`src/lsbc_params.svh`:
```
// Purpose: constants for the led sink blink control block
// Assumes: 25 MHz system clock
// Notes: offsets are register addresses on the serial register port
`ifndef LSBC_PARAMS_SVH
`define LSBC_PARAMS_SVH
`define LSBC_ADDR_FADE_LAW    8'h0F
`define LSBC_ADDR_ENABLES     8'h10
`define LSBC_ADDR_TIMES_UPPER 8'h11
`define LSBC_ADDR_TIMES_LOWER 8'h12
`define LSBC_RST_FADE_LAW     8'h00
`define LSBC_RST_ENABLES      8'h00
`define LSBC_RST_TIMES        8'h00
`define LSBC_LAW_MASK         8'h03
`define LSBC_EN_MASK          8'h7F
`define LSBC_ON_LSB           6
`define LSBC_CLK_HZ           25000000
`define LSBC_TICK_MS          100
`define LSBC_TICK_CYCLES      ((`LSBC_CLK_HZ / 1000) * `LSBC_TICK_MS)
`define LSBC_ON_T0            5'd2
`define LSBC_ON_T1            5'd6
`define LSBC_ON_T2            5'd8
`define LSBC_ON_T3            5'd12
`define LSBC_OFF_T1           5'd6
`define LSBC_OFF_T2           5'd12
`define LSBC_OFF_T3           5'd18
`endif

```
`src/lsbc_pkg.sv`:
```
// Purpose: types for the led sink blink control block
// Assumes: nothing
// Notes: law encoding follows the two-bit law field
package lsbc_pkg;
	typedef enum logic [1:0]
	{
		LSBC_LAW_LINEAR  = 2'h0,
		LSBC_LAW_SQUARE  = 2'h1,
		LSBC_LAW_CUBIC_A = 2'h2,
		LSBC_LAW_CUBIC_B = 2'h3
	} lsbc_law_type;
	typedef enum logic [1:0]
	{
		LSBC_ST_IDLE = 2'h0,
		LSBC_ST_ON   = 2'h1,
		LSBC_ST_OFF  = 2'h3
	} lsbc_sink_state_type;
endpackage : lsbc_pkg

```
`src/lsbc_sink_seq.sv`:
```
// Purpose: blink sequencer for one current sink
// Assumes: tick is a one-cycle pulse on clk
// Notes: durations are counted in ticks
`timescale 1ns/1ps
`include "lsbc_params.svh"
module lsbc_sink_seq
	import lsbc_pkg::*;
(
	input  wire logic       clk,
	input  wire logic       sys_rst,
	input  wire logic       clk_en,
	input  wire logic       tick,
	input  wire logic       enable,
	input  wire logic [1:0] off_sel,
	input  wire logic [1:0] on_sel,
	output logic            sink_on
);
	typedef struct packed
	{
		lsbc_sink_state_type st;
		logic [4:0]          cnt;
		logic                on;
	} lsbc_seq_type;

	lsbc_seq_type s_r;
	lsbc_seq_type s_nxt;
	logic [4:0]   on_len;
	logic [4:0]   off_len;

	always_comb
	begin
		case (on_sel)
			2'h0: on_len = `LSBC_ON_T0;
			2'h1: on_len = `LSBC_ON_T1;
			2'h2: on_len = `LSBC_ON_T2;
			default: on_len = `LSBC_ON_T3;
		endcase
		case (off_sel)
			2'h1: off_len = `LSBC_OFF_T1;
			2'h2: off_len = `LSBC_OFF_T2;
			default: off_len = `LSBC_OFF_T3;
		endcase
	end

	always_comb
	begin
		s_nxt = s_r;
		if (!enable)
		begin
			s_nxt.st = LSBC_ST_IDLE;
			s_nxt.cnt = 5'h00;
			s_nxt.on = 1'b0;
		end
		else if (off_sel == 2'h0)
		begin
			s_nxt.st = LSBC_ST_ON;
			s_nxt.cnt = 5'h00;
			s_nxt.on = 1'b1;
		end
		else
		begin
			case (s_r.st)
				LSBC_ST_IDLE:
				begin
					s_nxt.st = LSBC_ST_ON;
					s_nxt.cnt = 5'h00;
					s_nxt.on = 1'b1;
				end
				LSBC_ST_ON:
				begin
					s_nxt.on = 1'b1;
					if (tick)
					begin
						if (s_r.cnt + 5'h01 >= on_len)
						begin
							s_nxt.st = LSBC_ST_OFF;
							s_nxt.cnt = 5'h00;
							s_nxt.on = 1'b0;
						end
						else
							s_nxt.cnt = s_r.cnt + 5'h01;
					end
				end
				LSBC_ST_OFF:
				begin
					s_nxt.on = 1'b0;
					if (tick)
					begin
						if (s_r.cnt + 5'h01 >= off_len)
						begin
							s_nxt.st = LSBC_ST_ON;
							s_nxt.cnt = 5'h00;
							s_nxt.on = 1'b1;
						end
						else
							s_nxt.cnt = s_r.cnt + 5'h01;
					end
				end
				default:
				begin
					s_nxt.st = LSBC_ST_IDLE;
					s_nxt.cnt = 5'h00;
					s_nxt.on = 1'b0;
				end
			endcase
		end
	end

	always_ff @(posedge clk)
	begin
		if (sys_rst)
			s_r <= '{LSBC_ST_IDLE, 5'h00, 1'b0};
		else if (clk_en)
			s_r <= s_nxt;
	end

	assign sink_on = s_r.on;
endmodule : lsbc_sink_seq

```
`src/lsbc_top.sv`:
```
// Purpose: seven-channel led current sink enable, fade law select and blink sequencing
// Assumes: register port is a simple synchronous byte write/read port fed by the serial interface logic
// Notes: one shared timebase tick drives all sinks
// Summary of operation
// the law register low two bits choose linear, square, or one of two square laws with varying dwell.
// the two cubic laws use square-law codes with a per-code dwell that changes along the fade.
// enable bits 0 to 6 switch sinks 1 to 7 on or off and bit 7 is reserved.
// timing register bits 7:6 pick a shared on time of 0.2, 0.6, 0.8 or 1.2 s.
// the on time applies only to enabled sinks with a nonzero off time, after which the sink turns off.
// each two-bit off time field means disabled, 0.6, 1.2 or 1.8 s.
// an enabled sink with off time 00 stays on steadily.
// an enabled sink with nonzero off time alternates off for its off time and on for the on time.
// the upper timing register holds sink 7, 6 and 5 off times in bits 5:4, 3:2 and 1:0.
// the lower timing register holds sink 4, 3, 2 and 1 off times in bits 7:6, 5:4, 3:2 and 1:0.
// every interval is a whole number of shared timebase ticks counted per sink.
// reserved law and enable bits read as zero and writes to them do nothing.
`timescale 1ns/1ps
`include "lsbc_params.svh"
module lsbc_top
	import lsbc_pkg::*;
#(
	parameter int TICK_CYCLES = `LSBC_TICK_CYCLES
)
(
	input  wire logic       clk,
	input  wire logic       sys_rst,
	input  wire logic       clk_en,
	input  wire logic       reg_wr,
	input  wire logic [7:0] reg_addr,
	input  wire logic [7:0] reg_wdata,
	output logic      [7:0] reg_rdata,
	output logic      [6:0] sink_on,
	output lsbc_law_type    fade_law_select,
	output logic            fade_square_dac,
	output logic      [1:0] fade_dwell_profile
);
	typedef struct packed
	{
		logic [1:0]  law;
		logic [6:0]  en;
		logic [7:0]  t_up;
		logic [7:0]  t_lo;
		logic [31:0] div;
		logic        tick;
		logic [7:0]  rdata;
	} lsbc_top_type;

	lsbc_top_type r_r;
	lsbc_top_type r_nxt;
	logic [13:0]  off_all;

	always_comb
	begin
		r_nxt = r_r;
		r_nxt.tick = 1'b0;
		if (r_r.div >= 32'(TICK_CYCLES - 1))
		begin
			r_nxt.div = 32'h0;
			r_nxt.tick = 1'b1;
		end
		else
			r_nxt.div = r_r.div + 32'h1;
		if (reg_wr)
		begin
			case (reg_addr)
				`LSBC_ADDR_FADE_LAW: r_nxt.law = reg_wdata[1:0];
				`LSBC_ADDR_ENABLES: r_nxt.en = reg_wdata[6:0];
				`LSBC_ADDR_TIMES_UPPER: r_nxt.t_up = reg_wdata;
				`LSBC_ADDR_TIMES_LOWER: r_nxt.t_lo = reg_wdata;
				default: r_nxt.law = r_r.law;
			endcase
		end
		case (reg_addr)
			`LSBC_ADDR_FADE_LAW: r_nxt.rdata = {6'h00, r_r.law};
			`LSBC_ADDR_ENABLES: r_nxt.rdata = {1'b0, r_r.en};
			`LSBC_ADDR_TIMES_UPPER: r_nxt.rdata = r_r.t_up;
			`LSBC_ADDR_TIMES_LOWER: r_nxt.rdata = r_r.t_lo;
			default: r_nxt.rdata = 8'h00;
		endcase
	end

	always_ff @(posedge clk)
	begin
		if (sys_rst)
			r_r <= '{2'h0, 7'h00, 8'h00, 8'h00, 32'h0, 1'b0, 8'h00};
		else if (clk_en)
			r_r <= r_nxt;
	end

	// off fields packed sink 1 first
	assign off_all = {r_r.t_up[5:0], r_r.t_lo};

	genvar g;
	generate
		for (g = 0; g < 7; g++)
		begin : g_sink
			lsbc_sink_seq u_seq
			(
				.clk     (clk),
				.sys_rst (sys_rst),
				.clk_en  (clk_en),
				.tick    (r_r.tick),
				.enable  (r_r.en[g]),
				.off_sel (off_all[2*g +: 2]),
				.on_sel  (r_r.t_up[`LSBC_ON_LSB +: 2]),
				.sink_on (sink_on[g])
			);
		end
	endgenerate

	assign reg_rdata = r_r.rdata;
	assign fade_law_select = lsbc_law_type'(r_r.law);
	assign fade_square_dac = (r_r.law != 2'h0);
	// 0 uniform dwell, 2/3 select the varying-dwell profiles
	assign fade_dwell_profile = r_r.law[1] ? r_r.law : 2'h0;
endmodule : lsbc_top

```
`config.mk`:
```
export PLATFORM = sky130hd
export DESIGN_NAME = lsbc_top
export DESIGN_NICKNAME = d
export VERILOG_FILES = /design/src/lsbc_pkg.sv /design/src/lsbc_sink_seq.sv /design/src/lsbc_top.sv
export VERILOG_INCLUDE_DIRS = /design/src /design/src/src
export SDC_FILE = /design/constraint.sdc
export NUM_CORES = 1
export LEC_CHECK = 0
export BUFFER_PORTS_ARGS = -buffer_cell sky130_fd_sc_hd__buf_4
export CAP_MARGIN = 20
export CORE_MARGIN = 2
export CORE_UTILIZATION = 67
export CTS_CLUSTER_DIAMETER = 30
export CTS_CLUSTER_SIZE = 14
export DETAILED_ROUTE_END_ITERATION = 12
export PLACE_DENSITY = 0.91
export SLEW_MARGIN = 40
export SYNTH_ARGS = -nofsm -noshare
export SYNTH_HDL_FRONTEND = slang
export SYNTH_SLANG_ARGS = --single-unit
export TNS_END_PERCENT = 100
```
`constraint.sdc`:
```
create_clock -name clk -period 6.74 [get_ports clk]
set_clock_uncertainty 0.15 [all_clocks]
set_input_delay 0.337 -clock clk [delete_from_list [all_inputs] [get_ports clk]]
set_output_delay 0.337 -clock clk [all_outputs]
set_load 0.05 [all_outputs]
```
# Word-level counts from Yosys, hierarchy flattened
# Index checks and enable logic that the tools add are counted.
# op_classes
addsub	8
order_cmp	15
n_eq_ne	62
mux	89
reduce_logical	34
# op_table
cell	n
2-to-1 mux 8 bit	28
case mux 8 bit (3 select lines)	7
2-to-1 mux 5 bit	14
case mux 5 bit (2 select lines)	7
>= comparator 5 bit	12
!= test 4 x 2 -> 1 bit (second input constant)	14
!= test 4 x 3 -> 1 bit (second input constant)	14
adder 5 x 1 -> 5 bit (second input constant)	7
AND reduction 5 bit	7
AND reduction 3 bit	11
adder 32 x 1 -> 32 bit (second input constant)	1
>= comparator 32 x 22 -> 1 bit (second input constant)	1
2-to-1 mux 32 bit	1
case mux 8 bit (4 select lines)	1
== test 2 x 1 -> 1 bit (second input constant)	15
== test 2 bit (second input constant)	15
zero test 2 bit	15
2-to-1 mux 2 bit	15
== test 8 x 5 -> 1 bit (second input constant)	3
2-to-1 mux 1 bit	15
case mux 4 bit (3 select lines)	1
>= comparator 5 x 4 -> 1 bit	2
== test 8 x 4 -> 1 bit (second input constant)	1
nonzero test 2 bit	1
# word_totals
ff_bits	122
elab_cells	236

# Longest topological paths before layout
# Gate-level depths: netlist of run 1.
# depth
depth_word	8
mapped_depth	10
depth_no_buf	10

# Modules after synthesis
# A second synthesis of run 1 with hierarchy kept.
# hier_totals
cells_unflattened	971
area_unflattened_um2	7940.1
# by_module_without_submodules
module	n_inst	cells_each	area_per_inst_um2	seq_area_each_um2
lsbc_sink_seq (g_sink[1].u_seq ...)	5	89	690.7	160.2
lsbc_top	1	348	3090.5	1321.3
lsbc_sink_seq (g_sink[0].u_seq ...)	2	89	698.2	160.2

# Worst setup path after synthesis of run 1
# Ideal clock, no wire load.
# synth_timing
path_type	reg-to-reg
from	register g_sink[6].u_seq.s_r[1] (netlist bit)
to	register g_sink[6].u_seq.s_r[5] (netlist bit)
arrival_time_ps	2341
required_ps	6499
setup_slack_ps	4158
path_stages_with_launch	10
n_path_buf	0
cell_sequence	dfxtp_1 ha_1 nor2b_1 or2_2 ha_1 and3_1 o311a_1 nor2_1 nand3b_1 a311oi_1
# synth_between
elab_chain_len	7
elab_cells_between_ends	10
# synth_rtl
element	line	source
start: declaration	lsbc_sink_seq.sv:25	lsbc_seq_type s_r;
start signal: assignment	lsbc_sink_seq.sv:112	s_r <= '{LSBC_ST_IDLE, 5'h00, 1'b0};
start signal: assignment	lsbc_sink_seq.sv:114	s_r <= s_nxt;
adder 5 x 1 -> 5 bit (*)	--	
>= comparator 5 bit / >= comparator 5 x 4 -> 1 bit (equally long branches)	lsbc_sink_seq.sv:89, lsbc_sink_seq.sv:74	
2-to-1 mux 5 bit, on equally long branches	lsbc_sink_seq.sv:89, lsbc_sink_seq.sv:74	
2-to-1 mux 8 bit, on equally long branches	lsbc_sink_seq.sv:87, lsbc_sink_seq.sv:72	
case mux 8 bit (3 select lines) (*)	lsbc_sink_seq.sv:62	case (s_r.st)
2-to-1 mux 8 bit (*)	lsbc_sink_seq.sv:54	else if (off_sel == 2'h0)
2-to-1 mux 8 bit (*)	lsbc_sink_seq.sv:48	if (!enable)
# Every way passes the cells marked *; elsewhere a longest branch is shown, timed or not. The select of a mux whose other input is x is not followed.
# A chain may end at the register's enable or synchronous reset.

# Worst setup path after layout of run 1
# Same ends and word-level chain as after synthesis.

==> metrics.txt, run 1 <==
# H-tree levels 4; vias in the first global route 6483; PnR worst setup slack 3.85 ns; antenna-violating nets left 0; cell area after synthesis 7790 µm²; synthesized instance count 918; count leader, synth dfxtp_1; Yosys cell types 66; Mapped Nets 1009; crit path time final 2.89 ns; top cell type's share of synthesized area 0.313; #FFs+latches synth 122; status completed; Die ar. 12500 µm²; starting density of the core 0.685; Max clock buf depth 2; Core Footprint 11400 µm²; CTS tree done; Worst EP arrival 3.07 ns; Crit. End Element flip-flop; Leak 3.35 nW; largest area contributor in the netlist dfxtp_1; Die Ht 112 µm; share of layout cells above drive strength 1 0.129; fin crit share 0.429; Post-CTS Resized 0; initial antenna violation count 0; vias per cell 6.40; Worst slew margin 0.469; setup bufs post-CTS 0; dominant synthesized flop cell dfxtp_1; highest clock rate 346 MHz; clock slew at reported path FFs 0.05 ns; I/O Pins 40; synth cell count leaders 122 x dfxtp_1, 80 x nand2_1, 71 x ha_1; Pre-antenna DRT Iters 5; pin count of the biggest net entering global routing 43; synth warn 0; setup TNS 0 ns; Post-synth ARST share 0; Post-DP HPWL 12.6 mm; area post-placement 8020 µm²; CP Max Fanout 7; Peak supply drop 0.241 mV; later-pin clock latency in the skew report 0.42 ns; I/O Buffers 39; Synth Area per Inst 8.49 µm²; Startpoint Class flip-flop; final std cells w/o fill 1088; Post-Route WL 18.8 mm; WHS 0.0186 ns; Final Hold Fails 0; Avg WL per Cell 17.3 µm; Final setup viols 0; DRC 0; cts hold-fix bufs 0; P per Cell Area 196 nW/µm²; root buffer cell clkbuf_16; initial drt markers 705; antenna diode instance count 0; Vias 6959; GRT overflow 0; cts bufs inserted 17; Synth area leaders dfxtp_1 31%, ha_1 11%, mux2i_1 4.2%, nand2_1 3.9%, xnor2_1 3.3%; Req. time, crit path 6.92 ns; Worst-Margin Slew 0.788 ns; Nets 1024; Place WS 3.88 ns; Inst Count DP 1057; WS Path Type reg2reg; Rows 39; RSZ-0062 raised after global routing no; Sink Count 122; Layout area overhead 10.5%; sequential fraction of the synthesis area 0.313; fin area 8610 µm²; gr usage total 0.307; first-pass GRT wire length 31.4 mm; Die Wd 112 µm; Post-synth EDFFs 0; Final Slew Violations 0; Max-Cap Viols 0; GP Congestion 0.930; HP Class in2reg
-- registers in the layout, summed over array words and instances (netlist names) --
| register | cells |
|---|---|
| r_r | 42 |
| off_all | 14 |
| fade_law_select | 2 |
| reg_rdata | 8 |
| g_sink.u_seq.sink_on | 7 |
| g_sink.u_seq.s_r | 49 |
-- routing by layer --
| layer | vias to the layer above | share of wire | track usage |
|---|---|---|---|
| met5 | - | 0 | 0 |
| met4 | 0 | 0.039 | 0.145 |
| met3 | 59 | 0.069 | 0.0724 |
| met2 | 280 | 0.46 | 0.488 |
| met1 | 3261 | 0.43 | 0.396 |
| li1 | 3359 | - | - |
-- layout by cell type, fill, tap and decap left out, types with 7 or more instances in the layout --
master / instances
mux2i_1: 33
nand2b_1: 14
nor2b_1: 25
o221ai_1: 7
clkbuf_16: 17
inv_1: 52
xor2_1: 14
nor2_2: 30
xnor2_1: 29
dfxtp_1: 121
nand2_1: 80
and3_1: 17
ha_1: 71
a211o_1: 7
nor3_1: 15
a21oi_1: 34
buf_4: 41
o211ai_1: 23
o21ai_0: 39
nand3_1: 34
o31ai_1: 20
nor4_1: 12
nor3b_1: 10
nand4_1: 16
a31oi_1: 12
nor2_1: 55
and2_1: 10
-- area by class of cell --
type / instances / area (µm²)
clock buffer: 23 / 488
clock inverter: 8 / 92.6
fill: 760 / 2760
inverter: 53 / 199
multi-input combinational: 698 / 4900
sequential: 122 / 2440
tap: 143 / 179
timing repair buffer: 41 / 308
-- worst paths after layout --
kind | startpoint | end | slack (ns) | cells past startpoint
setup / recovery | g_sink[6].u_seq.s_r[1] | g_sink[6].u_seq.s_r[5] | 3.85 | 9
hold / removal | reg_wdata[7] | off_all[7] | 0.02 | 3
setup reg to reg | g_sink[6].u_seq.s_r[1] | g_sink[6].u_seq.s_r[5] | 3.85 | 9
hold reg to reg | g_sink[0].u_seq.s_r[5] | g_sink[0].u_seq.s_r[5] | 0.31 | 2
-- cells by family (layout without fill, tap and decap cells) --
| group | Yosys count | in the layout | share of synthesized area |
|---|---|---|---|
| buf+inv | 98 | 125 | 0.0597 |
| simple gates | 358 | 358 | 0.251 |
| mux | 33 | 33 | 0.0424 |
| xor+xnor | 43 | 43 | 0.0483 |
| fa+ha+maj | 71 | 71 | 0.114 |
| compound gates | 193 | 193 | 0.171 |
| flops | 122 | 122 | 0.313 |
-- through the flow --
| step | total power, W | util |
|---|---|---|
| 2_1_floorplan | 0.000782 | - |
| 5_1_grt | 0.00173 | 0.757 |
| 3_3_place_gp | 0.000802 | 0.705 |
| 4_1_cts | 0.00169 | 0.757 |
| 3_5_place_dp | 0.000804 | 0.706 |
| 6_report | 0.00169 | 0.757 |
-- power breakdown --
part	switching, W	internal [W]	total, W
sequential	0.00000447	0.000725	0.000729
combinational	0.0000429	0.0000186	0.0000616
clock	0.000324	0.000577	0.000901
-- critical path: stages (launching register included) --
cell      delay [ns]
dfxtp_1         0.35
ha_1            0.23
nor2b_1         0.15
or2_2           0.30
ha_1            0.29
and3_1          0.18
o311a_1         0.34
nor2_1          0.42
a31oi_1         0.15
a311oi_1        0.25
No activity file was read; power rests on OpenSTA's default activity.
==> run 2, diff against run 1 <==
--- a/config.mk
+++ b/config.mk
@@ -9,11 +9,11 @@
 export BUFFER_PORTS_ARGS = -buffer_cell sky130_fd_sc_hd__buf_4
 export CAP_MARGIN = 20
 export CORE_MARGIN = 2
-export CORE_UTILIZATION = 67
+export CORE_UTILIZATION = 62
 export CTS_CLUSTER_DIAMETER = 30
 export CTS_CLUSTER_SIZE = 14
 export DETAILED_ROUTE_END_ITERATION = 12
-export PLACE_DENSITY = 0.91
+export PLACE_DENSITY = 0.86
 export SLEW_MARGIN = 40
 export SYNTH_ARGS = -nofsm -noshare
 export SYNTH_HDL_FRONTEND = slang
==> constraint.sdc (replaced) <==
create_clock -name clk -period 3 [get_ports clk]
set_clock_uncertainty 0.15 [all_clocks]
set_input_delay 0.15 -clock clk [delete_from_list [all_inputs] [get_ports clk]]
set_output_delay 0.15 -clock clk [all_outputs]
set_load 0.05 [all_outputs]
==> metrics.txt, run 2 (synthesis results as in run 1) <==
status completed; Final setup viols 0 (unchanged); Avg WL per Cell 16.6 µm (-4.0%); vias in the first global route 6459 (-0.37%); final std cells w/o fill 1129 (+3.8%); Reg2Reg Setup Slack 0.29 ns (-3.56 ns); Worst-Margin Slew 0.750 ns (-0.0382 ns); number of flip-flops in the largest register 49 (unchanged); initial drt markers 602 (-15%); HP Class in2reg; Final Hold Fails 0 (unchanged); Nets 1039 (+1.5%); setup TNS 0 ns (unchanged); root buffer cell clkbuf_16; clock slew at reported path FFs 0.06 ns (about the same); pin count of the biggest net entering global routing 54 (+26%); Post-DP HPWL 12.5 mm (-1.3%); # H-tree levels 4 (unchanged); FF-to-FF path depth 10 (+1); register with the most flip-flops g_sink.u_seq.s_r; initial antenna violation count 0 (unchanged); Post-Route WL 18.7 mm (-0.42%); footprint of the multi-input gates 4900 µm² (-0.13%); later-pin clock latency in the skew report 0.43 ns (about the same); CP Max Fanout 6 (-1); most frequent cells in the layout 122 x dfxtp_1, 80 x nand2_1, 71 x ha_1, 55 x nor2_1, 52 x inv_1; Crit. End Element flip-flop; Post-CTS Resized 0 (unchanged); Worst EP arrival 2.91 ns (-0.16 ns); DRC 0 (unchanged); Peak supply drop 0.382 mV (+59%); WS Path Type reg2reg; I/O Buffers 39 (unchanged); starting density of the core 0.641 (-0.0446); antenna diode instance count 0 (unchanged); fin crit share 0.903 (+0.474); share of layout cells above drive strength 1 0.132 (+0.00305); RSZ-0062 raised after global routing no; hold path start reg_addr[0]; Pre-antenna DRT Iters 5 (unchanged); worst hold path depth 4 (+1); I/O Pins 40 (unchanged); Startpoint Class flip-flop; highest clock rate 369 MHz (+6.7%); Hold Path End reg_rdata[5]; Rows 40 (+2.6%); Reg-to-Reg Start g_sink[6].u_seq.s_r[1]; Req. time, crit path 3.20 ns (-3.72 ns); Vias 6973 (+0.20%); antenna-violating nets left 0 (unchanged); Core Footprint 12200 µm² (+7.0%); Max-Cap Viols 0 (unchanged); R2R Path End g_sink[6].u_seq.s_r[3]; GP Congestion 0.854 (-8.2%); setup bufs post-CTS 0 (unchanged); gr usage total 0.288 (-0.0194); Inst Count DP 1088 (+2.9%); Sink Count 122 (unchanged); Die Wd 116 µm (+3.8%); filler cell count 886 (+17%); Final Slew Violations 0 (unchanged); P per Cell Area 420 nW/µm² (+110%); crit path time final 2.71 ns (-0.182 ns); Worst slew margin 0.495 (+0.0257); Die ar. 13500 µm² (+7.8%); CTS tree done; Layout area overhead 12.1%; vias per cell 6.18 (-3.4%); Max clock buf depth 2 (unchanged); GRT overflow 0 (unchanged); cts bufs inserted 17 (unchanged); Die Ht 116 µm (+3.8%); Leak 3.39 nW (+1.1%); sequential cell area 2440 µm² (about the same); commonest non-fill, non-tap cell in the layout dfxtp_1; cts hold-fix bufs 9 (+9); first-pass GRT wire length 30.6 mm (-2.5%)
[run 2: cell count changes in the layout (fill, tap and decap cells not counted), moves of 2 or more]
cell / change
bufinv_16: -2
clkinvlp_4: +3
clkinv_4: +2
buf_4: +6
dlygate4sd3_1: +9
[run 2: worst max-delay path by stage]
stage | startpoint | slack, ns | cells after the start | to
3_3_place_gp | g_sink[6].u_seq.s_r[1] | 0.37 | 10 | g_sink[6].u_seq.s_r[3]
5_1_grt | g_sink[0].u_seq.s_r[1] | 0.07 | 8 | g_sink[0].u_seq.s_r[6]
4_1_cts | g_sink[6].u_seq.s_r[1] | 0.30 | 10 | g_sink[6].u_seq.s_r[3]
6_report | g_sink[6].u_seq.s_r[1] | 0.29 | 10 | g_sink[6].u_seq.s_r[3]
3_5_place_dp | g_sink[6].u_seq.s_r[1] | 0.33 | 10 | g_sink[6].u_seq.s_r[3]
2_1_floorplan | g_sink[6].u_seq.s_r[1] | 0.42 | 9 | g_sink[6].u_seq.s_r[5]
[run 2: worst max-delay path, cell delays in order, from the launching register on]
cell and delay [ns]:
dfxtp_1 0.35, ha_1 0.23, nor2b_1 0.14, or2_2 0.29, ha_1 0.28, and3_1 0.20, o311a_1 0.35, nor2_1 0.22
buf_4 0.18, o221ai_1 0.10, a21oi_1 0.15
[run 2: where the power goes]
group	total, W	internal, W	leakage, nW	switching (W)
Combinational	0.000154	0.0000519	2.15	0.000102
Clock	0.00188	0.00111	0.261	0.000764
Sequential	0.00164	0.00163	0.983	0.00000893
[run 2: final cells by class]
cell class,instances,share of cell area
clock buffers,21,0.0539
clock inverters,11,0.00831
inverters,53,0.0228
multi-input cells,698,0.561
flip-flops and latches,122,0.280
well taps,168,0.0241
repair buffers,56,0.0507
[run 2: layer usage]
metal	vias up	wire, µm	GRT usage
li1	3380	-	-
met1	3290	8260	0.359
met2	248	8720	0.481
met3	55	1170	0.0685
met4	0	602	0.117
met5	-	0	0
[run 2: stage by stage]
step | util | power [W] | cell area (µm²) | hold WS, ns | worst slack (ns)
finish | 0.718 | 0.00367 | 8730 | 0.0609 | 0.292
global route | 0.718 | 0.00375 | 8730 | 0.0968 | 0.0669
CTS | 0.718 | 0.00367 | 8730 | 0.0423 | 0.301
detailed placement | 0.666 | 0.00181 | 8100 | 0.261 | 0.332
global placement | 0.665 | 0.00181 | 8090 | 0.253 | 0.369
floorplan | - | 0.00176 | 7790 | 0.144 | 0.418
==> run 3, diff against run 2 <==
--- a/config.mk
+++ b/config.mk
@@ -13,7 +13,7 @@
 export CTS_CLUSTER_DIAMETER = 30
 export CTS_CLUSTER_SIZE = 14
 export DETAILED_ROUTE_END_ITERATION = 12
-export PLACE_DENSITY = 0.86
+export PLACE_DENSITY_LB_ADDON = 0.05
 export SLEW_MARGIN = 40
 export SYNTH_ARGS = -nofsm -noshare
 export SYNTH_HDL_FRONTEND = slang
==> metrics.txt, run 3 (synthesis results as in run 1) <==
Slowest-stage cell, CP nor2_1; Reg-to-Reg Start g_sink[6].u_seq.s_r[1]; GRT overflow 0 (unchanged); cts bufs inserted 17 (unchanged); Place WS 0.110 ns (-0.223 ns); register with the most flip-flops g_sink.u_seq.s_r; Inst Count DP 1088 (unchanged); Startpoint Class flip-flop; Avg WL per Cell 16.7 µm (+0.73%); commonest non-fill, non-tap cell in the layout dfxtp_1; met1 wire length 8.38 mm (+1.5%); PnR worst setup slack 0.0562 ns (-0.236 ns); Req. time, crit path 3.19 ns (about the same); gr usage total 0.297 (+0.00968); Max clock buf depth 2 (unchanged); number of flip-flops in the largest register 49 (unchanged); share of layout cells above drive strength 1 0.130 (-0.00258); Final Hold Fails 0 (unchanged); uppermost routed layer met4; Nets 1038 (-0.096%); Worst-Margin Slew 0.753 ns (+0.00313 ns); crit path time final 2.94 ns (+0.236 ns); vias in the first global route 6726 (+4.1%); DRC 0 (unchanged); Sink Count 122 (unchanged); first-pass GRT wire length 31.7 mm (+3.5%); Leak 3.40 nW (+0.33%); Clk pwr share 0.530 (+0.018); final std cells w/o fill 1125 (-0.35%); Sw Ratio 0.220 (-0.0188); vias per cell 6.12 (-0.98%); Worst EP arrival 3.13 ns (+0.22 ns); Seq pwr share 0.430 (-0.016); Crit. End Element flip-flop; antenna-violating nets left 0 (unchanged); Worst slew margin 0.493 (-0.00211); Final Slew Violations 0 (unchanged); Final setup viols 0 (unchanged); highest clock rate 340 MHz (-8.0%); I/O Pins 40 (unchanged); I/O Buffers 39 (unchanged); Reg2Reg Setup Slack 0.06 ns (-0.24 ns); Vias 6880 (-1.3%); GP Congestion 0.942 (+10%); internal power 0.00297 W (+6.4%); # H-tree levels 4 (unchanged); Combinational Power Share 0.040 (-0.002); Post-CTS Resized 0 (unchanged); filler cell count 942 (+6.3%); Die ar. 13500 µm² (unchanged); CTS tree done; Max-Cap Viols 0 (unchanged); Post-DP HPWL 13.3 mm (+6.4%); initial antenna violation count 0 (unchanged); starting density of the core 0.641 (unchanged); setup TNS 0 ns (unchanged); initial drt markers 467 (-22%); setup bufs post-CTS 0 (unchanged); Core Footprint 12200 µm² (unchanged); fin crit share 0.981 (+0.0788); Top delay family on crit path simple AND/OR/NAND/NOR gates; Crit path depth 9 (-1); WHS 0.0259 ns (-0.0350 ns); FF-to-FF path depth 9 (-1); CP Cell Sequence ha_1 > nor2b_1 > or2_2 > ha_1 > and3_1 > o311a_1 > nor2_1 > nand3b_1 > a311oi_1; CP Max Fanout 7 (+1); Rows 40 (unchanged); Die Wd 116 µm (unchanged); switching pwr 0.000837 W (-4.3%); status completed; met3 wire len 1.10 mm (-5.7%); WS Path Type reg2reg; most frequent cells in the layout 122 x dfxtp_1, 80 x nand2_1, 71 x ha_1, 55 x nor2_1, 52 x inv_1; delay of the slowest critical-path stage 0.43 ns (+0.08 ns); Die Ht 116 µm (unchanged); hold path start sys_rst; later-pin clock latency in the skew report 0.43 ns (about the same); clock slew at reported path FFs 0.05 ns (about the same); Peak supply drop 0.395 mV (+3.4%); Post-Route WL 18.8 mm (+0.37%); pin count of the biggest net entering global routing 40 (-26%); most frequent CP cell ha_1; Layout area overhead 12.4%; antenna diode instance count 0 (unchanged); P per Cell Area 435 nW/µm² (+3.5%); WP buf/inv 0 (-1); root buffer cell clkbuf_16; Pre-antenna DRT Iters 5 (unchanged); Met2 Routed Length 8.96 mm (+2.8%); R2R Path End g_sink[6].u_seq.s_r[5]; Hold Path End g_sink[6].u_seq.s_r[1]; HP Class in2reg; RSZ-0062 raised after global routing no; worst hold path depth 2 (-2)
## run 3: how the worst max path moves through the flow
stage,startpoint,endpoint,slack [ns]
floorplan,g_sink[6].u_seq.s_r[1],g_sink[6].u_seq.s_r[5],0.42
global placement,g_sink[6].u_seq.s_r[1],g_sink[6].u_seq.s_r[5],0.25
detailed placement,g_sink[6].u_seq.s_r[1],g_sink[6].u_seq.s_r[5],0.11
CTS,g_sink[6].u_seq.s_r[1],g_sink[6].u_seq.s_r[5],0.12
global route,g_sink[6].u_seq.s_r[1],g_sink[6].u_seq.s_r[5],0.01
finish,g_sink[6].u_seq.s_r[1],g_sink[6].u_seq.s_r[5],0.06
## run 3: power groups by stage
stage                     registers (W)  logic [W]  clock network, W
after global routing            0.00164   0.000161           0.00210
final                           0.00164   0.000151           0.00202
after CTS                       0.00164   0.000149           0.00203
after floorplan                 0.00167  0.0000898                 0
after global placement          0.00167   0.000136                 0
after detailed placement        0.00167   0.000140                 0
## run 3: repair_timing
| action | CTS | global route |
|---|---|---|
| hold buffers | 8 | 0 |
| endpoints found under the hold margin | 25 | 0 |
| endpoints found under the setup margin | 0 | 0 |
## run 3: final cells by class
cell class              instances  area (µm²)  area share
multi-input cells             698        4900       0.559
flip-flops and latches        122        2440       0.279
clock buffers                  22         484      0.0553
repair buffers                 55         433      0.0494
well taps                     168         210      0.0240
inverters                      53         199      0.0227
clock inverters                 7        92.6      0.0106
## run 3: metal layers
| metal | track usage | up-vias |
|---|---|---|
| li1 | - | 3382 |
| met1 | 0.370 | 3287 |
| met2 | 0.507 | 183 |
| met3 | 0.0654 | 28 |
| met4 | 0.113 | 0 |
| met5 | 0 | - |
## run 3: worst reg2reg max path, stage by stage, from the launching register on
cell and delay (ns):
dfxtp_1 0.36, ha_1 0.24, nor2b_1 0.14, or2_2 0.30, ha_1 0.29, and3_1 0.19
o311a_1 0.34, nor2_1 0.43, nand3b_1 0.14, a311oi_1 0.27
## run 3: per-stage QoR
step	area (µm²)	utilization	power (W)
floorplan	7790	-	0.00176
global placement	8090	0.665	0.00181
detailed placement	8100	0.666	0.00181
CTS	8760	0.720	0.00382
global route	8760	0.720	0.00390
finish	8760	0.720	0.00381
